### src/pkg/adaptor_buf_regs.svh
// Offsets, field positions, reset values and codes of the adaptor buffer.
// Assumes inclusion by bare name from the design files.
`ifndef ADAPTOR_BUF_REGS_SVH
`define ADAPTOR_BUF_REGS_SVH

// ----------------------------------------------------------------
// Bus target bytes
// ----------------------------------------------------------------
`define TARGET_WRITE_BYTE 8'h80
`define TARGET_READ_BYTE 8'h81

// ----------------------------------------------------------------
// Register offsets
// ----------------------------------------------------------------
`define OFS_PHRASE_LAST 8'h0F
`define OFS_IDENTIFIER 8'h10
`define OFS_ORG_FIRST 8'h11
`define OFS_ORG_LAST 8'h13
`define OFS_PART_FIRST 8'h14
`define OFS_PART_LAST 8'h19
`define OFS_HW_REV 8'h1A
`define OFS_FW_MAJOR 8'h1B
`define OFS_FW_MINOR 8'h1C
`define OFS_MAX_CLOCK 8'h1D
`define OFS_RATE_CAP 8'h1E
`define OFS_SCRATCH 8'h1F
`define OFS_OUT_CTRL 8'h20
`define OFS_PIN_CTRL 8'h21
`define OFS_SPEED_SEL 8'h22

// ----------------------------------------------------------------
// Field values and reset values
// ----------------------------------------------------------------
`define IDENT_DUAL_MODE 8'hA0
`define MAX_CLOCK_HDMI 8'h88
`define MAX_CLOCK_DVI 8'h42
`define RATE_CAP_SLOW 8'h0F
`define RATE_CAP_FAST 8'h1F
`define CTRL_BIT 0
`define SCRATCH_RESET 8'h00
`define OUT_CTRL_RESET 1'b0
`define PIN_CTRL_RESET 1'b0
`define SPEED_1K 8'h01
`define SPEED_5K 8'h02
`define SPEED_10K 8'h04
`define SPEED_100K 8'h08
`define SPEED_400K 8'h10
`define SPEED_RESET 8'h08

`endif

### src/pkg/adaptor_buf_pkg.sv
// Types shared by the adaptor identification buffer.
// Assumes the register header is on the include path.
package adaptor_buf_pkg;
  // Transaction phase of the DDC byte engine, one-hot
  typedef enum logic [3:0] {
    PH_IDLE = 4'b0001,
    PH_ADDR = 4'b0010,
    PH_WRITE = 4'b0100,
    PH_READ = 4'b1000
  } phase_e;
endpackage

### src/pkg/reg_access_if.sv
// Register access carrier between the byte engine and the register file.
// Assumes one clock domain; all signals synchronous to clock_i.
`timescale 1ns/1ps
interface reg_access_if;
  logic [7:0] addr;   // Current subaddress
  logic wr_en;        // One-cycle write strobe
  logic [7:0] wdata;  // Write data
  logic [7:0] rdata;  // Read data at addr
  modport engine (output addr, output wr_en, output wdata, input rdata);
  modport regs (input addr, input wr_en, input wdata, output rdata);
endinterface

### src/rtl/adaptor_reg_file.sv
// Register file of the adaptor identification buffer.
// Assumes writes arrive as one-cycle strobes from the byte engine.
`timescale 1ns/1ps
`include "adaptor_buf_regs.svh"
module adaptor_reg_file (
  input wire logic clock_i,
  input wire logic arst_n_i,
  input wire logic hdmi_cfg_i,
  input wire logic serial_rate_control_i,
  reg_access_if.regs bus,
  output logic link_output_disable_o,
  output logic consumer_ctrl_passthrough_en_o,
  output logic [7:0] ddc_speed_o
);
  // ----------------------------------------------------------------
  // Constant tables
  // ----------------------------------------------------------------
  // Adaptor phrase, offset 0 in the top byte
  localparam logic [127:0] PHRASE =
    128'h4450_2D48_444D_4920_4144_4150_544F_5204;
  // Identity codes below are arbitrary
  parameter logic [23:0] ORG_IDENT = 24'h00_1234;
  parameter logic [47:0] PART_IDENT = 48'h4142_4344_4546;
  parameter logic [7:0] HW_REV = 8'h00;
  parameter logic [7:0] FW_MAJOR = 8'h00;
  parameter logic [7:0] FW_MINOR = 8'h00;

  // ----------------------------------------------------------------
  // Writable state
  // ----------------------------------------------------------------
  logic [7:0] scratch_r, scratch_nxt;  // Spare byte
  logic out_dis_r, out_dis_nxt;        // Link output disable
  logic pass_r, pass_nxt;              // Passthrough enable
  logic [7:0] speed_r, speed_nxt;      // Speed in use

  // Write decode; undefined speed codes fall back to default
  always_comb begin
    scratch_nxt = scratch_r;
    out_dis_nxt = out_dis_r;
    pass_nxt = pass_r;
    speed_nxt = speed_r;
    if (bus.wr_en) begin
      if (bus.addr == `OFS_SCRATCH) begin
        scratch_nxt = bus.wdata;
      end else if (bus.addr == `OFS_OUT_CTRL) begin
        out_dis_nxt = bus.wdata[`CTRL_BIT];
      end else if (bus.addr == `OFS_PIN_CTRL) begin
        pass_nxt = bus.wdata[`CTRL_BIT];
      end else if (bus.addr == `OFS_SPEED_SEL) begin
        case (bus.wdata)
          `SPEED_1K, `SPEED_5K, `SPEED_10K, `SPEED_100K,
          `SPEED_400K: speed_nxt = bus.wdata;
          default: speed_nxt = `SPEED_RESET;
        endcase
      end
    end
  end

  // Registers; speed powers up at 100 kbps
  always_ff @(posedge clock_i or negedge arst_n_i) begin
    if (!arst_n_i) begin
      scratch_r <= `SCRATCH_RESET;
      out_dis_r <= `OUT_CTRL_RESET;
      pass_r <= `PIN_CTRL_RESET;
      speed_r <= `SPEED_RESET;
    end else begin
      scratch_r <= scratch_nxt;
      out_dis_r <= out_dis_nxt;
      pass_r <= pass_nxt;
      speed_r <= speed_nxt;
    end
  end

  assign link_output_disable_o = out_dis_r;
  assign consumer_ctrl_passthrough_en_o = pass_r;
  // Same register drives the DDC rate for both transports
  assign ddc_speed_o = speed_r;

  // ----------------------------------------------------------------
  // Read mux
  // ----------------------------------------------------------------
  always_comb begin
    bus.rdata = 8'h00;
    if (bus.addr <= `OFS_PHRASE_LAST) begin
      // Phrase only in the HDMI configuration
      bus.rdata = hdmi_cfg_i ? PHRASE[8'd127 - {bus.addr[3:0], 3'b000} -: 8]
                             : 8'h00;
    end else if (bus.addr == `OFS_IDENTIFIER) begin
      bus.rdata = hdmi_cfg_i ? `IDENT_DUAL_MODE : 8'h00;
    end else if (bus.addr <= `OFS_ORG_LAST) begin
      // Most significant byte at the lowest offset
      bus.rdata = ORG_IDENT[8'd23 - 8'(8 * (bus.addr - `OFS_ORG_FIRST))
                            -: 8];
    end else if (bus.addr <= `OFS_PART_LAST) begin
      bus.rdata = PART_IDENT[8'd47 - 8'(8 * (bus.addr - `OFS_PART_FIRST))
                             -: 8];
    end else if (bus.addr == `OFS_HW_REV) begin
      bus.rdata = HW_REV;
    end else if (bus.addr == `OFS_FW_MAJOR) begin
      bus.rdata = FW_MAJOR;
    end else if (bus.addr == `OFS_FW_MINOR) begin
      bus.rdata = FW_MINOR;
    end else if (bus.addr == `OFS_MAX_CLOCK) begin
      bus.rdata = hdmi_cfg_i ? `MAX_CLOCK_HDMI : `MAX_CLOCK_DVI;
    end else if (bus.addr == `OFS_RATE_CAP) begin
      bus.rdata = serial_rate_control_i ? `RATE_CAP_FAST
                                        : `RATE_CAP_SLOW;
    end else if (bus.addr == `OFS_SCRATCH) begin
      bus.rdata = scratch_r;
    end else if (bus.addr == `OFS_OUT_CTRL) begin
      bus.rdata = {7'h00, out_dis_r};
    end else if (bus.addr == `OFS_PIN_CTRL) begin
      bus.rdata = {7'h00, pass_r};
    end else if (bus.addr == `OFS_SPEED_SEL) begin
      bus.rdata = speed_r;
    end
  end
endmodule

### src/rtl/adaptor_id_buffer.sv
// Top of the adaptor identification buffer: DDC byte engine plus registers.
// Assumes a bit-level DDC front end delivers framed bytes synchronously.
`timescale 1ns/1ps
`include "adaptor_buf_regs.svh"
module adaptor_id_buffer (
  input wire logic clock_i,
  input wire logic arst_n_i,
  input wire logic output_type_select_addr1_i,
  input wire logic hdmi_cfg_i,
  input wire logic serial_rate_control_i,
  input wire logic ddc_start_i,
  input wire logic ddc_stop_i,
  input wire logic ddc_byte_valid_i,
  input wire logic [7:0] ddc_byte_i,
  input wire logic ddc_byte_req_i,
  output logic ddc_ack_o,
  output logic [7:0] ddc_rdata_o,
  output logic link_output_disable_o,
  output logic consumer_ctrl_passthrough_en_o,
  output logic [7:0] ddc_speed_o
);
  // ----------------------------------------------------------------
  // Engine state
  // ----------------------------------------------------------------
  adaptor_buf_pkg::phase_e phase_r, phase_nxt;  // Transaction phase
  logic [7:0] ptr_r, ptr_nxt;                   // Subaddress pointer
  logic sub_done_r, sub_done_nxt;               // Pointer loaded this write
  logic ack_r, ack_nxt;                         // Acknowledge pulse
  logic [7:0] rdata_r, rdata_nxt;               // Byte to send
  reg_access_if rbus ();

  // Byte engine; pointer autoincrements and wraps at FFh
  always_comb begin
    phase_nxt = phase_r;
    ptr_nxt = ptr_r;
    sub_done_nxt = sub_done_r;
    ack_nxt = 1'b0;
    rdata_nxt = rdata_r;
    rbus.wr_en = 1'b0;
    rbus.wdata = ddc_byte_i;
    if (ddc_stop_i) begin
      phase_nxt = adaptor_buf_pkg::PH_IDLE;
    end else if (ddc_start_i) begin
      // Repeated start also lands here
      phase_nxt = adaptor_buf_pkg::PH_ADDR;
    end else begin
      case (phase_r)
        adaptor_buf_pkg::PH_ADDR: begin
          if (ddc_byte_valid_i) begin
            // Strap high hides the buffer entirely
            if (output_type_select_addr1_i) begin
              phase_nxt = adaptor_buf_pkg::PH_IDLE;
            end else if (ddc_byte_i == `TARGET_WRITE_BYTE) begin
              ack_nxt = 1'b1;
              sub_done_nxt = 1'b0;
              phase_nxt = adaptor_buf_pkg::PH_WRITE;
            end else if (ddc_byte_i == `TARGET_READ_BYTE) begin
              ack_nxt = 1'b1;
              phase_nxt = adaptor_buf_pkg::PH_READ;
            end else begin
              phase_nxt = adaptor_buf_pkg::PH_IDLE;
            end
          end
        end
        adaptor_buf_pkg::PH_WRITE: begin
          if (ddc_byte_valid_i) begin
            ack_nxt = 1'b1;
            if (!sub_done_r) begin
              ptr_nxt = ddc_byte_i;
              sub_done_nxt = 1'b1;
            end else begin
              rbus.wr_en = 1'b1;
              ptr_nxt = ptr_r + 8'h01;
            end
          end
        end
        adaptor_buf_pkg::PH_READ: begin
          if (ddc_byte_req_i) begin
            rdata_nxt = rbus.rdata;
            ptr_nxt = ptr_r + 8'h01;
          end
        end
        default: phase_nxt = adaptor_buf_pkg::PH_IDLE;
      endcase
    end
  end

  // Engine registers
  always_ff @(posedge clock_i or negedge arst_n_i) begin
    if (!arst_n_i) begin
      phase_r <= adaptor_buf_pkg::PH_IDLE;
      ptr_r <= 8'h00;
      sub_done_r <= 1'b0;
      ack_r <= 1'b0;
      rdata_r <= 8'h00;
    end else begin
      phase_r <= phase_nxt;
      ptr_r <= ptr_nxt;
      sub_done_r <= sub_done_nxt;
      ack_r <= ack_nxt;
      rdata_r <= rdata_nxt;
    end
  end

  assign rbus.addr = ptr_r;
  assign ddc_ack_o = ack_r;
  assign ddc_rdata_o = rdata_r;

  // ----------------------------------------------------------------
  // Register file
  // ----------------------------------------------------------------
  adaptor_reg_file u_regs (
    .clock_i(clock_i),
    .arst_n_i(arst_n_i),
    .hdmi_cfg_i(hdmi_cfg_i),
    .serial_rate_control_i(serial_rate_control_i),
    .bus(rbus.regs),
    .link_output_disable_o(link_output_disable_o),
    .consumer_ctrl_passthrough_en_o(consumer_ctrl_passthrough_en_o),
    .ddc_speed_o(ddc_speed_o)
  );
endmodule

### config.mk
export PLATFORM = sky130hd
export DESIGN_NAME = adaptor_id_buffer
export DESIGN_NICKNAME = d
export VERILOG_FILES = /design/src/pkg/adaptor_buf_pkg.sv /design/src/pkg/reg_access_if.sv /design/src/rtl/adaptor_reg_file.sv /design/src/rtl/adaptor_id_buffer.sv
export VERILOG_INCLUDE_DIRS = /design/src /design/src/pkg
export SDC_FILE = /design/constraint.sdc
export NUM_CORES = 1
export LEC_CHECK = 0
export BUFFER_PORTS_ARGS = -buffer_cell sky130_fd_sc_hd__buf_2
export CAP_MARGIN = 15
export CORE_MARGIN = 8
export CORE_UTILIZATION = 40
export CTS_BUF_LIST = sky130_fd_sc_hd__clkbuf_16
export CTS_CLUSTER_DIAMETER = 150
export DETAILED_ROUTE_END_ITERATION = 10
export PLACE_DENSITY = 0.63
export SKIP_CTS_REPAIR_TIMING = 1
export SYNTH_ARGS = -nofsm -noshare
export SYNTH_HDL_FRONTEND = slang
export SYNTH_SLANG_ARGS = --single-unit
### constraint.sdc
create_clock -name clock_i -period 5.6 [get_ports clock_i]
set_input_delay 0.28 -clock clock_i [delete_from_list [all_inputs] [get_ports clock_i]]
set_output_delay 0.28 -clock clock_i [all_outputs]
set_load 0.02 [all_outputs]
==> qor.log <==
[floorplan] horizontal die dimension 102 um
[logic_synthesis] post-synth top area share 32.0%
[worst_setup_path] family with the most delay on the worst path simple AND/OR/NAND/NOR gates
[routing] via count 2754
[placement] buffers added on ports 35
[sta] Post-Route Skew 9.33 ps
[worst_setup_path] path length in cells of the critical path 6
[clocking] clock insertion delay at the later pin of the skew report 290 ps
[worst_setup_path] ordered cell list for the critical path clkinv_1 -> ha_1 -> nor2_1 -> and4_1 -> nor3b_2 -> mux2_1
[worst_setup_path] end of the critical path u_regs.ddc_speed_o[1]
[floorplan] DIE HEIGHT 102 um
[logic_synthesis] cell taking the most area after synthesis dfrtp_1
[routing] routed wire length 8.38 mm
[final_layout] Antenna Cells 0
[sta] max frequency 328 MHz
[power] reported leakage power 1.52 nW
[logic_synthesis] cell types with the largest area share after synthesis dfrtp_1 32%, ha_1 7.2%, o21ai_0 4.0%
[worst_setup_path] crit end category flop
[sta] setup violation total in the final timing report 0
[placement] final weighted congestion in routability-driven placement 0.922
[final_layout] layout-stage area growth over the synthesis result 12.4%
[sta] RSZ-0062 raised after global routing no
[worst_setup_path] largest fanout of any net on the critical path 12
[power] total power density per cell area 198 nW/um^2
[clocking] Bufs on Longest Clock Path 2
[grt] pin count of the biggest net entering global routing 41
[logic_synthesis] gate count of the mapped netlist 337
[worst_setup_path] endpoint of the worst-slack reg-to-reg timing path u_regs.ddc_speed_o[1]
[grt] final global-route overflow total 0
[routing] final antenna-violating net count 0
[routing] DRT iter0 DRCs 183
[grt] first-pass GRT wire length 13.8 mm
[worst_setup_path] start of the worst register-to-register path ptr_r[0]
[floorplan] initial standard-cell utilization of the core 41.2%
[logic_synthesis] warning count from the yosys run 0
[sta] final hold violations 0
[sta] Max Slew Vio Count 0
[clocking] clock tree from TritonCTS built
[placement] worst setup slack after placement 2550 ps
[routing] number of remaining DRC errors 0
[worst_setup_path] buffers plus inverters on the worst setup path 1
[logic_synthesis] FF+latch count, synth 40
[final_layout] most used cells in the layout excluding fill and tap cells 38 x dfrtp_1, 35 x buf_2, 29 x nand2_1, 25 x nor2_1, 24 x o21ai_0
[worst_setup_path] internal reg-to-reg setup slack 2550 ps
[final_layout] net count of the finished layout 393
[sta] final setup TNS 0 ps
[worst_setup_path] crit path kind reg -> reg
[final_layout] number of fill cells 735
[clocking] Sink Count 40
[worst_hold_path] min-delay worst type in -> async
[worst_setup_path] depth of the most critical reg-to-reg path 6
[routing] number of vias per cell 6.00
[logic_synthesis] dominant synthesized flop cell dfrtp_1
[logic_synthesis] post-synthesis sequential area ratio 33.7%
[power] largest vdd supply drop 99.9 uV
[grt] Tot GR Track Use 17.0%
[logic_synthesis] post-synthesis area per instance 8.83 um^2
[placement] total half-perimeter wirelength after legalization and detailed placement 6.30 mm
[sta] worst-case hold slack 118 ps
[final_layout] fin area 3340 um^2
[clocking] root cell of the clock tree clkbuf_16
[sta] worst-case setup margin in the final layout 2550 ps
[routing] Pre-Repair DR Iteration Count 4
[placement] placement-stage cell area 3170 um^2
[clocking] clock slew at reported path FFs 70 ps
[worst_setup_path] arrival time at the worst endpoint 3230 ps
[clocking] Inserted Clock Buffers 5
[logic_synthesis] Syn Nets 371
[logic_synthesis] EDFF count, synth 0
[worst_setup_path] highest-delay cell along the critical path nor3b_2
[logic_synthesis] Yosys cell types 66
[final_layout] leading cell type in the layout, fill and taps excluded dfrtp_1
[routing] average wire length per cell after detail routing 18.3 um
[worst_setup_path] crit-path max cell delay 600 ps
[logic_synthesis] Mapped Area 2970 um^2
[final_layout] share of cells above drive strength 1 16.9%
[floorplan] Boundary Pins 36
[clocking] H-tree depth 2
[grt] antenna violations before repair 0
[job] count of maximum capacitance violations 0
[sta] fin crit share 54.5%
[worst_setup_path] data required time of the worst path 5770 ps
[sta] transition time of the tightest slew-check pin 918 ps
[sta] Worst slew margin 38.8%
[floorplan] # rows 31
[grt] vias in the first global route 2626
[worst_setup_path] critical path launch point ptr_r[0]
[floorplan] Die Footprint 10500 um^2
[logic_synthesis] share of synthesized registers carrying an async set or reset 100%
[worst_setup_path] startpoint types flop
[outcome] outcome completed
[floorplan] core region area 7210 um^2
[sta] minimum clock period 3050 ps
==> cells by family (layout without fill, tap and decap cells) <==
| kind of cell | count (synthesis) | count (layout) | synth area share (%) |
|---|---|---|---|
| AOI/OAI and AO/OA | 108 | 108 | 24.7 |
| muxes | 14 | 14 | 5.60 |
| xor gates and xnor gates | 6 | 6 | 1.77 |
| DFF | 40 | 40 | 33.7 |
| adders and majority gates | 17 | 17 | 7.15 |
| buffers and inverters | 32 | 55 | 4.92 |
| and+or+nand+nor | 120 | 120 | 22.2 |
==> power breakdown <==
| part | internal, mW | switching (mW) |
|---|---|---|
| logic | 0.0104 | 0.0231 |
| clock network | 0.212 | 0.125 |
| registers | 0.290 | 0.00141 |
==> Yosys cell counts (8+ instances only) <==
| cell | instances |
|---|---|
| o21ai_0 | 24 |
| inv_1 | 11 |
| nor2_1 | 25 |
| a21oi_1 | 20 |
| nor3_1 | 9 |
| dfrtp_1 | 38 |
| ha_1 | 17 |
| clkbuf_1 | 9 |
| nand3_1 | 13 |
| nand2_1 | 29 |
| mux2_1 | 8 |
| nor2b_1 | 10 |
==> worst register-to-register path: stages (launching register included) <==
cell and delay [ps]:
dfrtp_1 550, clkinv_1 380, ha_1 450, nor2_1 200, and4_1 380, nor3b_2 600, mux2_1 380
==> final cells by class <==
| class | count | area, um^2 | area share [%] |
|---|---|---|---|
| Timing Repair Buffer | 35 | 175 | 5.24 |
| Tap cell | 99 | 124 | 3.71 |
| Inverter | 12 | 45.0 | 1.35 |
| Sequential cell | 40 | 1000 | 30.0 |
| Clock inverter | 3 | 46.3 | 1.38 |
| Clock buffer | 5 | 125 | 3.74 |
| Multi-Input combinational cell | 265 | 1820 | 54.6 |
==> per-stage QoR <==
step                util (%)  power [mW]  cells
floorplan                  -       0.310    337
global placement        44.0       0.330    451
detailed placement      44.0       0.331    451
CTS                     46.3       0.669    459
global route            46.3       0.686    459
finish                  46.3       0.662    459
==> per-layer routing <==
layer	share of wire (%)	routed length (um)	vias up	GRT usage (%)
li1	-	-	1293	-
met1	46	3890	1336	23.1
met2	45	3780	109	25.7
met3	6.3	526	16	3.81
met4	2.2	185	0	6.09
met5	0	0	-	0
==> worst min path at each step <==
| stage | start | end | slack (ps) | depth (start not counted) |
|---|---|---|---|---|
| after floorplan | arst_n_i | ddc_ack_o | -20 | 0 |
| after global placement | arst_n_i | ddc_ack_o | 460 | 1 |
| after detailed placement | arst_n_i | phase_r[1] | 470 | 1 |
| after CTS | arst_n_i | u_regs.consumer_ctrl_passthrough_en_o | 160 | 1 |
| after global routing | arst_n_i | phase_r[2] | 210 | 1 |
| final | arst_n_i | ddc_ack_o | 120 | 1 |
==> registers in the layout, summed over array words and instances, names as in the netlist <==
register and flops:
u_regs.ddc_speed_o 8, sub_done_r 1, phase_r 4, ptr_r 8, ddc_ack_o 1, u_regs.consumer_ctrl_passthrough_en_o 1, u_regs.link_output_disable_o 1, u_regs.scratch_r 8
ddc_rdata_o 8
Power figures use the tool's default switching activity.
